[src/rtl/pld_cfg_consts.vh]
/*
 Constants for the configuration housekeeping block: register offsets,
 field positions, locked read pattern, response codes and power-up timing.
 Assumes inclusion by bare name from the rtl files.
*/
`ifndef PLD_CFG_CONSTS_VH
`define PLD_CFG_CONSTS_VH
`define CLK_MHZ 50
`define PUR_TIME_NS 1000
`define PUR_CYCLES ((`PUR_TIME_NS * `CLK_MHZ) / 1000)
`define OFF_CTRL 8'h00
`define OFF_STATUS 8'h04
`define OFF_SIG_LO 8'h08
`define OFF_SIG_HI 8'h0C
`define OFF_CFG_ADDR 8'h10
`define OFF_CFG_DATA 8'h14
`define OFF_PRELOAD 8'h18
`define OFF_POLARITY 8'h1C
`define OFF_OUT_EN 8'h20
`define OFF_NEXT 8'h24
`define CTRL_SECURE 0
`define CTRL_PROGRAM 1
`define CTRL_PRELOAD 2
`define CTRL_CLOCK 3
`define ST_SECURED 0
`define ST_BUSY 1
`define ST_PUR_DONE 2
`define ST_REFUSED 3
`define LOCKED_PATTERN 32'hDEADC0DE
`define RESP_OKAY 2'h0
`define RESP_SLVERR 2'h2
`endif

[src/rtl/pur_timer.v]
/*
 Power-up reset timer: holds its done flag low for a fixed count of clock
 cycles after reset release. Assumes a free-running clock.
*/
`default_nettype none
module pur_timer #(
  parameter CYCLES = 50
) (
  input wire clk,
  input wire sys_rst,
  output reg done_r
);
  reg [15:0] cnt_r;
  always @(posedge clk) begin
    if (sys_rst) begin
      cnt_r <= 16'h0000;
      done_r <= 1'b0;
    end else if (!done_r) begin
      if (cnt_r == CYCLES[15:0] - 16'h0001) begin
        done_r <= 1'b1;
      end
      cnt_r <= cnt_r + 16'h0001;
    end
  end
endmodule
`default_nettype wire

[src/rtl/pld_config_security_reset.v]
/*
 Configuration housekeeping of a small programmable logic device: signature
 store, security cell, program/erase, register preload and power-up reset.
 Assumes an AXI4-Lite master on clk; sys_rst stands in for power-on.
*/
`default_nettype none
`include "pld_cfg_consts.vh"
module pld_config_security_reset #(
  parameter NREG = 12,
  parameter CFG_WORDS = 16
) (
  input wire clk,
  input wire sys_rst,
  input wire [7:0] s_axi_awaddr,
  input wire s_axi_awvalid,
  output reg s_axi_awready,
  input wire [31:0] s_axi_wdata,
  input wire [3:0] s_axi_wstrb,
  input wire s_axi_wvalid,
  output reg s_axi_wready,
  output reg [1:0] s_axi_bresp,
  output reg s_axi_bvalid,
  input wire s_axi_bready,
  input wire [7:0] s_axi_araddr,
  input wire s_axi_arvalid,
  output reg s_axi_arready,
  output reg [31:0] s_axi_rdata,
  output reg [1:0] s_axi_rresp,
  output reg s_axi_rvalid,
  input wire s_axi_rready,
  output reg [NREG-1:0] out_pin_r,
  output reg [NREG-1:0] out_oe_r
);
  ////////////////////////////////////////////////////////////////////////
  localparam ST_IDLE = 2'h0;
  localparam ST_ERASE = 2'h1;
  localparam ST_WRITE = 2'h2;

  reg [63:0] sig_r;
  reg secure_r;
  reg [31:0] cfg_r [0:CFG_WORDS-1];
  reg [31:0] cfg_addr_r;
  reg [31:0] prog_data_r;
  reg [1:0] state_r;
  reg [3:0] idx_r;
  reg refused_r;
  reg [NREG-1:0] q_r;
  reg [NREG-1:0] pol_r;
  reg [NREG-1:0] oe_cfg_r;
  reg [NREG-1:0] next_r;
  reg [NREG-1:0] preload_r;
  reg have_aw_r, have_w_r;
  reg [7:0] aw_r;
  reg [31:0] wd_r;
  reg [3:0] ws_r;
  wire pur_done;
  integer i;

  function [31:0] merge;
    input [31:0] old;
    input [31:0] nw;
    input [3:0] st;
    begin
      merge = {st[3] ? nw[31:24] : old[31:24], st[2] ? nw[23:16] : old[23:16],
               st[1] ? nw[15:8] : old[15:8], st[0] ? nw[7:0] : old[7:0]};
    end
  endfunction

  pur_timer #(.CYCLES(`PUR_CYCLES)) u_pur (
    .clk(clk),
    .sys_rst(sys_rst),
    .done_r(pur_done)
  );

  ////////////////////////////////////////////////////////////////////////
  // Write channel
  wire wr_go = have_aw_r && have_w_r && !s_axi_bvalid;
  wire busy = (state_r != ST_IDLE);

  always @(posedge clk) begin
    if (sys_rst) begin
      s_axi_awready <= 1'b1;
      s_axi_wready <= 1'b1;
      s_axi_bvalid <= 1'b0;
      s_axi_bresp <= `RESP_OKAY;
      have_aw_r <= 1'b0;
      have_w_r <= 1'b0;
      aw_r <= 8'h00;
      wd_r <= 32'h00000000;
      ws_r <= 4'h0;
      sig_r <= 64'h0000000000000000;
      secure_r <= 1'b0;
      cfg_addr_r <= 32'h00000000;
      prog_data_r <= 32'h00000000;
      state_r <= ST_IDLE;
      idx_r <= 4'h0;
      pol_r <= {NREG{1'b0}};
      oe_cfg_r <= {NREG{1'b0}};
      preload_r <= {NREG{1'b0}};
      next_r <= {NREG{1'b0}};
      q_r <= {NREG{1'b0}};
      for (i = 0; i < CFG_WORDS; i = i + 1) begin
        cfg_r[i] <= 32'h00000000;
      end
    end else begin
      if (s_axi_awvalid && s_axi_awready) begin
        have_aw_r <= 1'b1;
        aw_r <= s_axi_awaddr;
        s_axi_awready <= 1'b0;
      end
      if (s_axi_wvalid && s_axi_wready) begin
        have_w_r <= 1'b1;
        wd_r <= s_axi_wdata;
        ws_r <= s_axi_wstrb;
        s_axi_wready <= 1'b0;
      end
      if (s_axi_bvalid && s_axi_bready) begin
        s_axi_bvalid <= 1'b0;
        s_axi_awready <= 1'b1;
        s_axi_wready <= 1'b1;
      end
      // Programming engine: erase every word, then write the image word
      case (state_r)
        ST_ERASE: begin
          cfg_r[idx_r] <= 32'h00000000;
          if (idx_r == CFG_WORDS[3:0] - 4'h1) begin
            state_r <= ST_WRITE;
          end
          idx_r <= idx_r + 4'h1;
        end
        ST_WRITE: begin
          cfg_r[cfg_addr_r[3:0]] <= prog_data_r;
          secure_r <= 1'b0;
          state_r <= ST_IDLE;
        end
        default: state_r <= ST_IDLE;
      endcase
      if (pur_done) begin
        if (wr_go && aw_r == `OFF_CTRL && ws_r[0] && wd_r[`CTRL_PRELOAD]) begin
          q_r <= preload_r;
        end else if (wr_go && aw_r == `OFF_CTRL && ws_r[0] && wd_r[`CTRL_CLOCK]) begin
          q_r <= next_r;
        end
      end
      if (wr_go) begin
        have_aw_r <= 1'b0;
        have_w_r <= 1'b0;
        s_axi_bvalid <= 1'b1;
        s_axi_bresp <= `RESP_OKAY;
        case (aw_r)
          `OFF_CTRL: begin
            if (ws_r[0] && wd_r[`CTRL_SECURE]) begin
              secure_r <= 1'b1;
            end
            if (ws_r[0] && wd_r[`CTRL_PROGRAM] && !busy) begin
              state_r <= ST_ERASE;
              idx_r <= 4'h0;
            end
          end
          `OFF_SIG_LO: sig_r[31:0] <= merge(sig_r[31:0], wd_r, ws_r);
          `OFF_SIG_HI: sig_r[63:32] <= merge(sig_r[63:32], wd_r, ws_r);
          `OFF_CFG_ADDR: cfg_addr_r <= merge(cfg_addr_r, wd_r, ws_r);
          `OFF_CFG_DATA: prog_data_r <= merge(prog_data_r, wd_r, ws_r);
          `OFF_PRELOAD: preload_r <= wd_r[NREG-1:0];
          `OFF_POLARITY: pol_r <= wd_r[NREG-1:0];
          `OFF_OUT_EN: oe_cfg_r <= wd_r[NREG-1:0];
          `OFF_NEXT: next_r <= wd_r[NREG-1:0];
          `OFF_STATUS: s_axi_bresp <= `RESP_OKAY;
          default: s_axi_bresp <= `RESP_SLVERR;
        endcase
      end
    end
  end

  ////////////////////////////////////////////////////////////////////////
  // Read channel
  reg [31:0] rd_nxt;
  reg [1:0] rresp_nxt;
  reg refuse_nxt;
  always @* begin
    rd_nxt = 32'h00000000;
    rresp_nxt = `RESP_OKAY;
    refuse_nxt = 1'b0;
    case (s_axi_araddr)
      `OFF_CTRL: rd_nxt = 32'h00000000;
      `OFF_STATUS: begin
        rd_nxt[`ST_SECURED] = secure_r;
        rd_nxt[`ST_BUSY] = busy;
        rd_nxt[`ST_PUR_DONE] = pur_done;
        rd_nxt[`ST_REFUSED] = refused_r;
      end
      `OFF_SIG_LO: rd_nxt = sig_r[31:0];
      `OFF_SIG_HI: rd_nxt = sig_r[63:32];
      `OFF_CFG_ADDR: rd_nxt = cfg_addr_r;
      `OFF_CFG_DATA: begin
        if (secure_r) begin
          rd_nxt = `LOCKED_PATTERN;
          refuse_nxt = 1'b1;
        end else begin
          rd_nxt = cfg_r[cfg_addr_r[3:0]];
        end
      end
      `OFF_PRELOAD: rd_nxt[NREG-1:0] = preload_r;
      `OFF_POLARITY: rd_nxt[NREG-1:0] = pol_r;
      `OFF_OUT_EN: rd_nxt[NREG-1:0] = oe_cfg_r;
      `OFF_NEXT: rd_nxt[NREG-1:0] = q_r;
      default: rresp_nxt = `RESP_SLVERR;
    endcase
  end

  always @(posedge clk) begin
    if (sys_rst) begin
      s_axi_arready <= 1'b1;
      s_axi_rvalid <= 1'b0;
      s_axi_rdata <= 32'h00000000;
      s_axi_rresp <= `RESP_OKAY;
      refused_r <= 1'b0;
    end else begin
      if (s_axi_arvalid && s_axi_arready) begin
        s_axi_arready <= 1'b0;
        s_axi_rvalid <= 1'b1;
        s_axi_rdata <= rd_nxt;
        s_axi_rresp <= rresp_nxt;
        if (refuse_nxt) begin
          refused_r <= 1'b1;
        end
      end else if (s_axi_rvalid && s_axi_rready) begin
        s_axi_rvalid <= 1'b0;
        s_axi_arready <= 1'b1;
      end
    end
  end

  ////////////////////////////////////////////////////////////////////////
  // Output pins: polarity applied to register state
  always @(posedge clk) begin
    if (sys_rst) begin
      out_pin_r <= {NREG{1'b0}};
      out_oe_r <= {NREG{1'b0}};
    end else begin
      out_pin_r <= q_r ^ pol_r;
      out_oe_r <= oe_cfg_r;
    end
  end
endmodule
`default_nettype wire

[config.mk]
export PLATFORM = sky130hd
export DESIGN_NAME = pld_config_security_reset
export DESIGN_NICKNAME = d
export VERILOG_FILES = /design/src/rtl/pur_timer.v /design/src/rtl/pld_config_security_reset.v
export VERILOG_INCLUDE_DIRS = /design/src /design/src/rtl
export SDC_FILE = /design/constraint.sdc
export NUM_CORES = 1
export LEC_CHECK = 0
export ABC_AREA = 1
export BUFFER_PORTS_ARGS = -buffer_cell sky130_fd_sc_hd__buf_2
export CAP_MARGIN = 15
export CELL_PAD_IN_SITES_DETAIL_PLACEMENT = 1
export CELL_PAD_IN_SITES_GLOBAL_PLACEMENT = 2
export CORE_MARGIN = 5
export CORE_UTILIZATION = 25
export DETAILED_ROUTE_END_ITERATION = 10
export PLACE_DENSITY_LB_ADDON = 0.1
export SKIP_CTS_REPAIR_TIMING = 1
export SLEW_MARGIN = 25
export SYNTH_ARGS = -nofsm -noshare
export SYNTH_HDL_FRONTEND = slang
export SYNTH_HIERARCHICAL = 1
export SYNTH_SLANG_ARGS = --single-unit
[constraint.sdc]
create_clock -name clk -period 3.1 [get_ports clk]
set_input_delay 0.31 -clock clk [delete_from_list [all_inputs] [get_ports clk]]
set_output_delay 0.31 -clock clk [all_outputs]
set_load 0.02 [all_outputs]
==> results of run 1 <==
worst register-to-register path: cells and delay by family (launching register included):
kind / cells / cell delay [ns]
buffers and inverters: 2 / 0.50
and+or+nand+nor: 6 / 1.55
DFF: 1 / 0.31
per-stage QoR:
step / std cells / setup slack (ns)
after detailed placement: 6082 / 0.524
after CTS: 6274 / 0.561
after floorplan: 4197 / 0.346
after global placement: 6082 / 0.528
final: 6320 / 0.635
after global routing: 6319 / 0.310
registers in the layout (all words and copies together), names as in the netlist, 2 cells and up, named ones only:
register,cells
prog_data_r,32
wd_r,32
aw_r,8
ws_r,4
idx_r,4
out_oe_r,12
out_pin_r,12
state_r,2
oe_cfg_r,12
preload_r,12
q_r,12
cfg_r,512
s_axi_rdata,32
u_pur/cnt_r,16
cfg_addr_r,32
sig_r,64
next_r,12
pol_r,12
area by class of cell:
cell class | count | area [um2] | area share, %
timing repair buffer | 314 | 2520 | 5.80
sequential | 838 | 21900 | 50.4
tap | 1903 | 2380 | 5.48
multi-input combinational | 2819 | 12400 | 28.4
clock buffer | 152 | 3030 | 6.97
clock inverter | 40 | 318 | 0.731
antenna | 1 | 2.50 | 0.00575
inverter | 253 | 965 | 2.22
cells by family after synthesis:
kind of cell / share of synthesized area [%]
compound gates: 9.40
xor+xnor: 0.266
fa+ha+maj: 0.104
buf+inv: 5.69
flops: 60.5
other cells: 0.0104
simple gates: 24.1
power groups by stage:
stage	Combinational, W	Sequential [W]	Clock, W
6_report	0.000901	0.0122	0.0121
2_1_floorplan	0.000453	0.0124	0
3_5_place_dp	0.000887	0.0125	0
4_1_cts	0.000889	0.0122	0.0125
3_3_place_gp	0.000877	0.0125	0
5_1_grt	0.000996	0.0122	0.0129
per-layer routing:
metal  up-vias  part of all wire [%]  global-route usage, %
met5         -                0.0088                      0
met2       430                    47                   31.7
met1     14950                    48                   26.4
met3       152                   3.4                   2.55
met4         2                   1.7                   4.21
li1      14145                     -                      -
cells in the final DEF, fill, tap and decap left out, drive strengths merged, types with 3 or more instances in the layout:
master | netlist | final
dlygate4sd3 | 0 | 45
clkbuf | 239 | 152
nand2 | 627 | 627
clkinv | 5 | 38
o211ai | 95 | 95
nand4 | 17 | 17
dfxtp | 326 | 326
ha | 3 | 3
inv | 248 | 251
nand3 | 327 | 327
a21oi | 151 | 151
a31oi | 14 | 14
xnor2 | 9 | 9
o21ai | 363 | 363
nor3 | 12 | 12
buf | 48 | 269
edfxtp | 512 | 512
nor2 | 1188 | 1188
worst paths after layout:
kind / endpoint / slack, ns / cells past startpoint
max: cfg_addr_r[21] / 0.63 / 8
min: s_axi_awready / -0.005 / 3
max reg2reg: cfg_addr_r[21] / 0.63 / 8
min reg2reg: sig_r[53] / 0.45 / 2
==> impl_results.md, run 1 <==
- Status: complete, but fails checks
- Failing checks: negative hold slack
- Reg clk slew, reported paths: 0.05 ns
- RSZ-0062 raised after global routing: false
- Num CTS Buffers: ~110
- Gpl congestion: between 0.7 and 0.8
- Period Utilization, post-route: about 80%
- Worst Path Max Fanout: 9
- Worst r2r src: aw_r[0]
- Post-Syn Instances: approximately 4200
- Max Slew Vio Count: 0
- Comb pwr share: 3.6%
- Setup TNS: 0 ns
- Most area-consuming cells after synthesis: edfxtp_1 42%, dfxtp_1 18%, nor2_1 12%, nand2_1 6.4%, o21ai_0 4.9%
- Clock tree buffer depth: 3
- Setup violations, final: 0
- Vias in the first global route: between 30000 and 40000
- P_leak: about 16 nW
- Share of cells above drive strength 1: 11.1%
- Switching Fraction: a little under a quarter
- Die height: 391 um
- Sequential fraction of the synthesis area: roughly three fifths
- Root Driver: clkbuf_16
- Crit end category: flop
- WP data required: about 3.7 ns
- Design area: 43500 um2
- Fillers: about 17000
- Worst EP arrival: between 3 and 4 ns
- Die X: just under 400 um
- Internal power: 0.0192 W
- Synth-to-layout area growth: 20.1%
- CORE AREA: 144000 um2
- Clk_lat worst skew: around 0.74 ns
- Routed len/inst: 23.3 um
- Setup Skew: ~0.041 ns
- DR iter-0 viols: roughly 1700
- Ports: roughly 120
- Clock share of power: between 40% and 50%
- Bufs and invs on worst path: 2
- Rel. slew slack: 31.9%
- Clock sinks: between 800 and 900
- Worst path most repeated cell: nor2_1
- Fin util: 30.2%
- Tmin final: roughly 2.5 ns
- Hold WC Path Type: in2reg
- Crit path kind: reg2reg
- IO buf count: roughly 120
- Count leader, synth: nor2_1
- Synth warn: 6
- Synth Register Bits: roughly 840
- CP Launch Point: aw_r[0]
- Power Density: around 580 nW/um2
- Post-synth ARST share: 0%
- Sequential share of power: between 40 and 50%
- Final hold slack: -0.00490 ns
- Worst Tran Pin Value: about 1 ns
- Startpoint types: flop
- Final Hold Vio Count: 1
- HP Start: s_axi_bready
- Sequence of cells on the critical path: nor2_1 > nand3_1 > nor2_1 > inv_1 > nor2_1 > inv_1 > nor2_1 > nor2_1
- Max Clk Rate: 406 MHz
- Site row count: between 100 and 150
- Antenna violations before repair: 5
- Vias per std cell: 4.70
- Critical-path top delay cell: nor2_1
- DRC: 0
- Worst VDD drop: 409 uV
- Synth Area per Inst: 8.63 um2
- Largest delay share family, worst path: simple AND/OR/NAND/NOR gates
- Htree depth: 3
- Post-synth cell types: 35
- Vias: between 20000 and 30000
- Main flop type after synthesis: edfxtp_1
- Final net count: ~4400
- Synth top cells by count: 1183 x nor2_1, 620 x nand2_1, 512 x edfxtp_1
- TritonRoute pass-1 iters: 7
- Maximum capacitance violations: 0
- Total grt overflow: 0
- Yosys top cell area share: a little over two fifths
- Starting Density: 25.2%
- Die area: 153000 um2
- First-pass GRT wire length: ~220000 um
- EDFF count, synth: around 510
- Cell area after synthesis: ~36000 um2
- PnR Total Power: 0.0252 W
- Largest net degree at the start of global routing: 210
- Synth area leader: edfxtp_1
- DRT Wirelength: about 150000 um
- Post-DP Area: just under 40000 um2
- Post-route ant nets: 0
- Post-DP HPWL: between 90000 and 100000 um
- NetSw: 0.00595 W
- Critical path's largest stage delay: 0.59 ns
- Gr usage total: a little under a fifth
- CTS tree: built
No activity file was read; power rests on OpenSTA's default activity.
==> inputs of run 2 (changes only) <==
==> constraint.sdc (replaced) <==
create_clock -name clk -period 2.1 [get_ports clk]
set_input_delay 0.21 -clock clk [delete_from_list [all_inputs] [get_ports clk]]
set_output_delay 0.21 -clock clk [all_outputs]
set_load 0.02 [all_outputs]
==> impl_results.md, run 2 (synthesis results as in run 1) <==
- Status: complete, but fails checks
- Failing checks: negative setup slack
- Largest net degree at the start of global routing: 139 (-34%)
- Power Density: 807 nW/um2 (+39%)
- DRC: 0 (unchanged)
- Clock tree buffer depth: 3 (unchanged)
- Max Slew Vio Count: 0 (unchanged)
- Setup violations, final: 601 (+601)
- Root Driver: clkbuf_16
- Final Hold Vio Count: 0 (-1)
- Largest register FFs: 512 (unchanged)
- Rel. slew slack: 55.6% (+24 points)
- Commonest non-fill, non-tap cells in the layout: 1173 x nor2_1, 585 x nand2_1, 512 x edfxtp_1, 357 x o21ai_0, 325 x nand3_1
- Critical path's largest stage delay: 0.33 ns (-0.26 ns)
- Biggest registers after layout: cfg_r x512, sig_r x64
- Setup Skew: 0.0373 ns (-0.00377 ns)
- CORE AREA: 144000 um2 (unchanged)
- CTS tree: built
- Tmin final: 2.20 ns (-0.270 ns)
- Sequence of cells on the critical path: inv_2 > nor3_4 > buf_6 > clkinvlp_4 > nand2_1 > o21ai_4 > nor3_2 > buf_6 > nand2_2 > nand2_8 > buf_12
- Antenna violations before repair: 9 (+4)
- Die X: 391 um (unchanged)
- Setup TNS: -20.45 ns (-20.45 ns)
- Total grt overflow: 0 (unchanged)
- Worst VDD drop: 674 uV (+65%)
- Vias per std cell: 4.67 (-0.47%)
- Largest delay share family, worst path: simple AND/OR/NAND/NOR gates
- IO buf count: 121 (unchanged)
- Final net count: 4629 (+5.3%)
- P_leak: 17.9 nW (+12%)
- TritonRoute pass-1 iters: 5 (-2)
- Fillers: 16491 (-0.88%)
- Reg clk slew, reported paths: 0.06 ns (about the same)
- Htree depth: 3 (unchanged)
- Routed len/inst: 24.1 um (+3.7%)
- Worst path most repeated cell: buf_6
- Maximum capacitance violations: 0 (unchanged)
- Worst Path Max Fanout: 9 (unchanged)
- Starting Density: 25.2% (unchanged)
- Vias: 30670 (+3.3%)
- DR iter-0 viols: 2042 (+24%)
- Site row count: 139 (unchanged)
- Period Utilization, post-route: 105% (+25 points)
- Startpoint types: flop
- DRT Wirelength: 158000 um (+7.7%)
- Die area: 153000 um2 (unchanged)
- Clk_lat worst skew: 0.72 ns (-0.02 ns)
- Bufs and invs on worst path: 5 (+3)
- Synth-to-layout area growth: 30.9%
- Register area: 21900 um2 (about the same)
- Crit path kind: reg2reg
- Post-route ant nets: 0 (unchanged)
- Num CTS Buffers: 105 (-0.94%)
- Post-route setup slack: -0.0958 ns (-0.730 ns)
- Worst Tran Pin Value: 0.666 ns (-0.357 ns)
- Final cell count without fillers: 6562 (+3.8%)
- Max Clk Rate: 455 MHz (+12%)
- WP data required: 2.51 ns (-1.19 ns)
- Ports: 124 (unchanged)
- Share of cells above drive strength 1: 16.1% (+5.0 points)
- Placed cell count: 6274 (+3.2%)
- Clock sinks: 838 (unchanged)
- First-pass GRT wire length: 222000 um (+3.2%)
- Gpl congestion: 0.779 (+1.3%)
- Final hold slack: 0.0465 ns (+0.0514 ns)
- Post-DP HPWL: 105000 um (+13%)
- Gr usage total: 19.7% (+0.72 points)
- Crit end category: flop
- Vias in the first global route: 31241 (+2.7%)
- Worst EP arrival: 2.60 ns (-0.47 ns)
- Hold WC Path Type: in2reg
- Area of the multi-input gates: 12700 um2 (+3.1%)
- Top reg by flops: cfg_r
- Critical-path top delay cell: dfxtp_2
- Most common cell after layout, fill and taps aside: nor2_1
- Fin util: 33.0% (+2.7 points)
- Die height: 391 um (unchanged)
- RSZ-0062 raised after global routing: true
-- run 2: changes by cell type in the layout (fill, tap and decap cells not counted), sizes merged --
cell,before,now
dlygate4sd3,45,47
clkinvlp,2,8
bufinv,2,7
clkbuf,152,169
buf,269,478
inv,251,254
-- run 2: layer usage --
metal,GRT usage [%],share of wire (%),vias up,wire length (um)
li1,-,-,14645,-
met1,27.3,47,15285,74500
met2,33.0,47,579,74800
met3,2.49,3.9,159,6130
met4,4.52,1.9,2,3090
met5,0,0.0044,-,7
-- run 2: worst paths after layout --
| kind | startpoint | end | slack [ns] | cells after the start |
|---|---|---|---|---|
| min reg2reg | sig_r[31] | sig_r[31] | 0.45 | 2 |
| max | state_r[1] | cfg_r[15][16] | -0.1 | 11 |
| min | sys_rst | state_r[1] | 0.05 | 5 |
| max reg2reg | state_r[1] | cfg_r[15][16] | -0.1 | 11 |
-- run 2: power by group --
group	switching [W]	total (W)	internal, W	leakage, nW
registers	0.000225	0.0180	0.0178	8.07
logic	0.00114	0.00182	0.000674	8.14
clock network	0.00766	0.0184	0.0108	1.68
total	0.00903	0.0383	0.0292	17.9
-- run 2: through the flow --
step | worst slack (ns) | area, um2 | power [W]
after detailed placement | -0.150 | 42300 | 0.0199
after global placement | -0.154 | 42300 | 0.0199
after global routing | -0.180 | 47400 | 0.0397
after CTS | -0.181 | 45700 | 0.0386
final | -0.0958 | 47400 | 0.0383
after floorplan | -0.0509 | 36400 | 0.0189
-- run 2: area by class of cell --
type / instances / share of cell area [%]
Sequential cell: 838 / 46.2
Multi-Input combinational cell: 2819 / 26.9
Timing Repair Buffer: 549 / 12.5
Clock buffer: 145 / 6.29
Tap cell: 1903 / 5.02
Inverter: 253 / 2.06
Clock inverter: 53 / 1.04
Timing Repair inverter: 1 / 0.0158
Antenna cell: 1 / 0.00528
-- run 2: tightest hold or removal path: stages --
cell	delay [ns]
buf_4	0.14
buf_4	0.17
inv_8	0.03
nand2_1	0.11
nor2_1	0.05
==> inputs of run 3 (changes only) <==
--- a/config.mk
+++ b/config.mk
@@ -13,9 +13,11 @@
 export CELL_PAD_IN_SITES_GLOBAL_PLACEMENT = 2
 export CORE_MARGIN = 5
 export CORE_UTILIZATION = 25
+export CTS_CLUSTER_DIAMETER = 40
 export DETAILED_ROUTE_END_ITERATION = 10
 export PLACE_DENSITY_LB_ADDON = 0.1
 export SKIP_CTS_REPAIR_TIMING = 1
+export SKIP_LAST_GASP = 1
 export SLEW_MARGIN = 25
 export SYNTH_ARGS = -nofsm -noshare
 export SYNTH_HDL_FRONTEND = slang
==> constraint.sdc (replaced) <==
create_clock -name clk -period 2.1 [get_ports clk]
set_input_delay 0.21 -clock clk [delete_from_list [all_inputs] [get_ports clk]]
set_output_delay 0.21 -clock clk [all_outputs]
set_load 0.005 [all_outputs]
==> impl_results.md, run 3 (synthesis results as in run 1) <==
- RSZ-0062 raised after global routing: true
- Final cell count without fillers: 6706 (+2.2%)
- Worst Tran Pin Value: 0.671 ns (+0.00532 ns)
- Bufs and invs on worst path: 5 (unchanged)
- Biggest registers after layout: cfg_r x512, sig_r x64
- WP data required: 2.58 ns (+0.07 ns)
- Site row count: 139 (unchanged)
- Final net count: 4721 (+2.0%)
- Root Driver: clkbuf_16
- Worst VDD drop: 800 uV (+19%)
- Setup TNS: -10.02 ns (+10.43 ns)
- Num CTS Buffers: 172 (+64%)
- Post-route setup slack: -0.0833 ns (+0.0126 ns)
- Clock tree buffer depth: 3 (unchanged)
- Die area: 153000 um2 (unchanged)
- Largest delay share family, worst path: simple AND/OR/NAND/NOR gates
- Vias in the first global route: 32067 (+2.6%)
- Power Density: 926 nW/um2 (+15%)
- Share of cells above drive strength 1: 20.2% (+4.1 points)
- DRC: 0 (unchanged)
- Setup Skew: 0.0429 ns (+0.00567 ns)
- Antenna violations before repair: 3 (-6)
- Placed cell count: 6274 (unchanged)
- DRT Wirelength: 164000 um (+3.5%)
- Critical-path top delay cell: dfxtp_2
- Register area: 21900 um2 (unchanged)
- Reg clk slew, reported paths: 0.05 ns (about the same)
- Period Utilization, post-route: 104% (-0.60 points)
- Routed len/inst: 24.4 um (+1.2%)
- Vias: 31386 (+2.3%)
- Gr usage total: 20.0% (+0.25 points)
- Htree depth: 4 (+1)
- Setup violations, final: 367 (-39%)
- CTS tree: built
- First-pass GRT wire length: 225000 um (+1.3%)
- Crit end category: flop
- Total grt overflow: 0 (unchanged)
- Sequence of cells on the critical path: inv_2 > nor3_4 > buf_6 > clkinvlp_4 > nand2_2 > o21ai_4 > nor3_2 > buf_6 > nand2_2 > nand2_4 > buf_12
- Worst EP arrival: 2.67 ns (+0.07 ns)
- Design area: 50700 um2 (+6.9%)
- PnR Total Power: 0.0469 W (+23%)
- Largest register FFs: 512 (unchanged)
- Die X: 391 um (unchanged)
- Commonest non-fill, non-tap cells in the layout: 1102 x nor2_1, 582 x nand2_1, 512 x edfxtp_1, 354 x o21ai_0, 325 x nand3_1
- Die height: 391 um (unchanged)
- Largest net degree at the start of global routing: 139 (unchanged)
- P_leak: 19.3 nW (+7.8%)
- Worst Path Max Fanout: 13 (+4)
- Max Clk Rate: 458 MHz (+0.58%)
- Failing checks: negative setup slack
- Gpl congestion: 0.779 (unchanged)
- Final hold slack: 0.0153 ns (-0.0312 ns)
- Post-DP HPWL: 105000 um (unchanged)
- Ports: 124 (unchanged)
- TritonRoute pass-1 iters: 5 (unchanged)
- Post-DP Area: 42300 um2 (unchanged)
- Critical path's largest stage delay: 0.33 ns (about the same)
- Vias per std cell: 4.68 (+0.14%)
- Tmin final: 2.18 ns (-0.0126 ns)
- CORE AREA: 144000 um2 (unchanged)
- Top reg by flops: cfg_r
- Fillers: 16257 (-1.4%)
- Synth-to-layout area growth: 39.9%
- Rel. slew slack: 55.3% (-0.29 points)
- Area of the multi-input gates: 13200 um2 (+3.4%)
- IO buf count: 121 (unchanged)
- Startpoint types: flop
- Starting Density: 25.2% (unchanged)
- Maximum capacitance violations: 0 (unchanged)
- Crit path kind: reg2reg
- Post-route ant nets: 0 (unchanged)
- Final Hold Vio Count: 0 (unchanged)
- Clock sinks: 838 (unchanged)
- Max Slew Vio Count: 0 (unchanged)
- Clk_lat worst skew: 0.79 ns (+0.07 ns)
- Status: complete, but fails checks
- DR iter-0 viols: 2024 (-0.88%)
- Hold WC Path Type: in2reg
- Most common cell after layout, fill and taps aside: nor2_1
run 3: worst register-to-register path, cell delays in order, from the launching register on:
cell	delay [ns]
dfxtp_2	0.33
inv_2	0.05
nor3_4	0.16
buf_6	0.15
clkinvlp_4	0.15
nand2_2	0.12
o21ai_4	0.08
nor3_2	0.19
buf_6	0.20
nand2_2	0.12
nand2_4	0.15
buf_12	0.19
run 3: layout make-up:
type,count,area share (%)
multi-input combinational,2819,26.0
tap,1903,4.70
timing repair inverter,1,0.0148
timing repair buffer,574,12.8
inverter,253,1.92
clock inverter,99,2.00
antenna,1,0.00494
sequential,838,43.2
clock buffer,218,9.32
run 3: worst paths after layout:
check	start	end	slack, ns	depth (start not counted)
min reg2reg	sig_r[31]	sig_r[31]	0.45	2
max reg2reg	state_r[1]	cfg_r[10][22]	-0.08	11
max	state_r[1]	cfg_r[10][22]	-0.08	11
min	s_axi_awvalid	s_axi_awready	0.02	4
run 3: where the power goes:
| part | internal [W] | switching, W |
|---|---|---|
| combinational | 0.000685 | 0.00115 |
| clock | 0.0175 | 0.00958 |
| sequential | 0.0178 | 0.000228 |
| total | 0.0360 | 0.0110 |
run 3: stage by stage:
stage,utilization [%],setup slack [ns]
finish,35.2,-0.0833
global route,35.2,-0.169
CTS,33.4,-0.153
detailed placement,29.4,-0.150
global placement,29.4,-0.154
floorplan,-,-0.0509
run 3: metal layers:
layer  global-route usage (%)  up-vias  wire length [um]
met1                     27.4    15663             76100
met5                        0        -                 0
met3                     3.25      196              6870
met4                     4.19        0              3400
li1                         -    14891                 -
met2                     33.4      636             77600
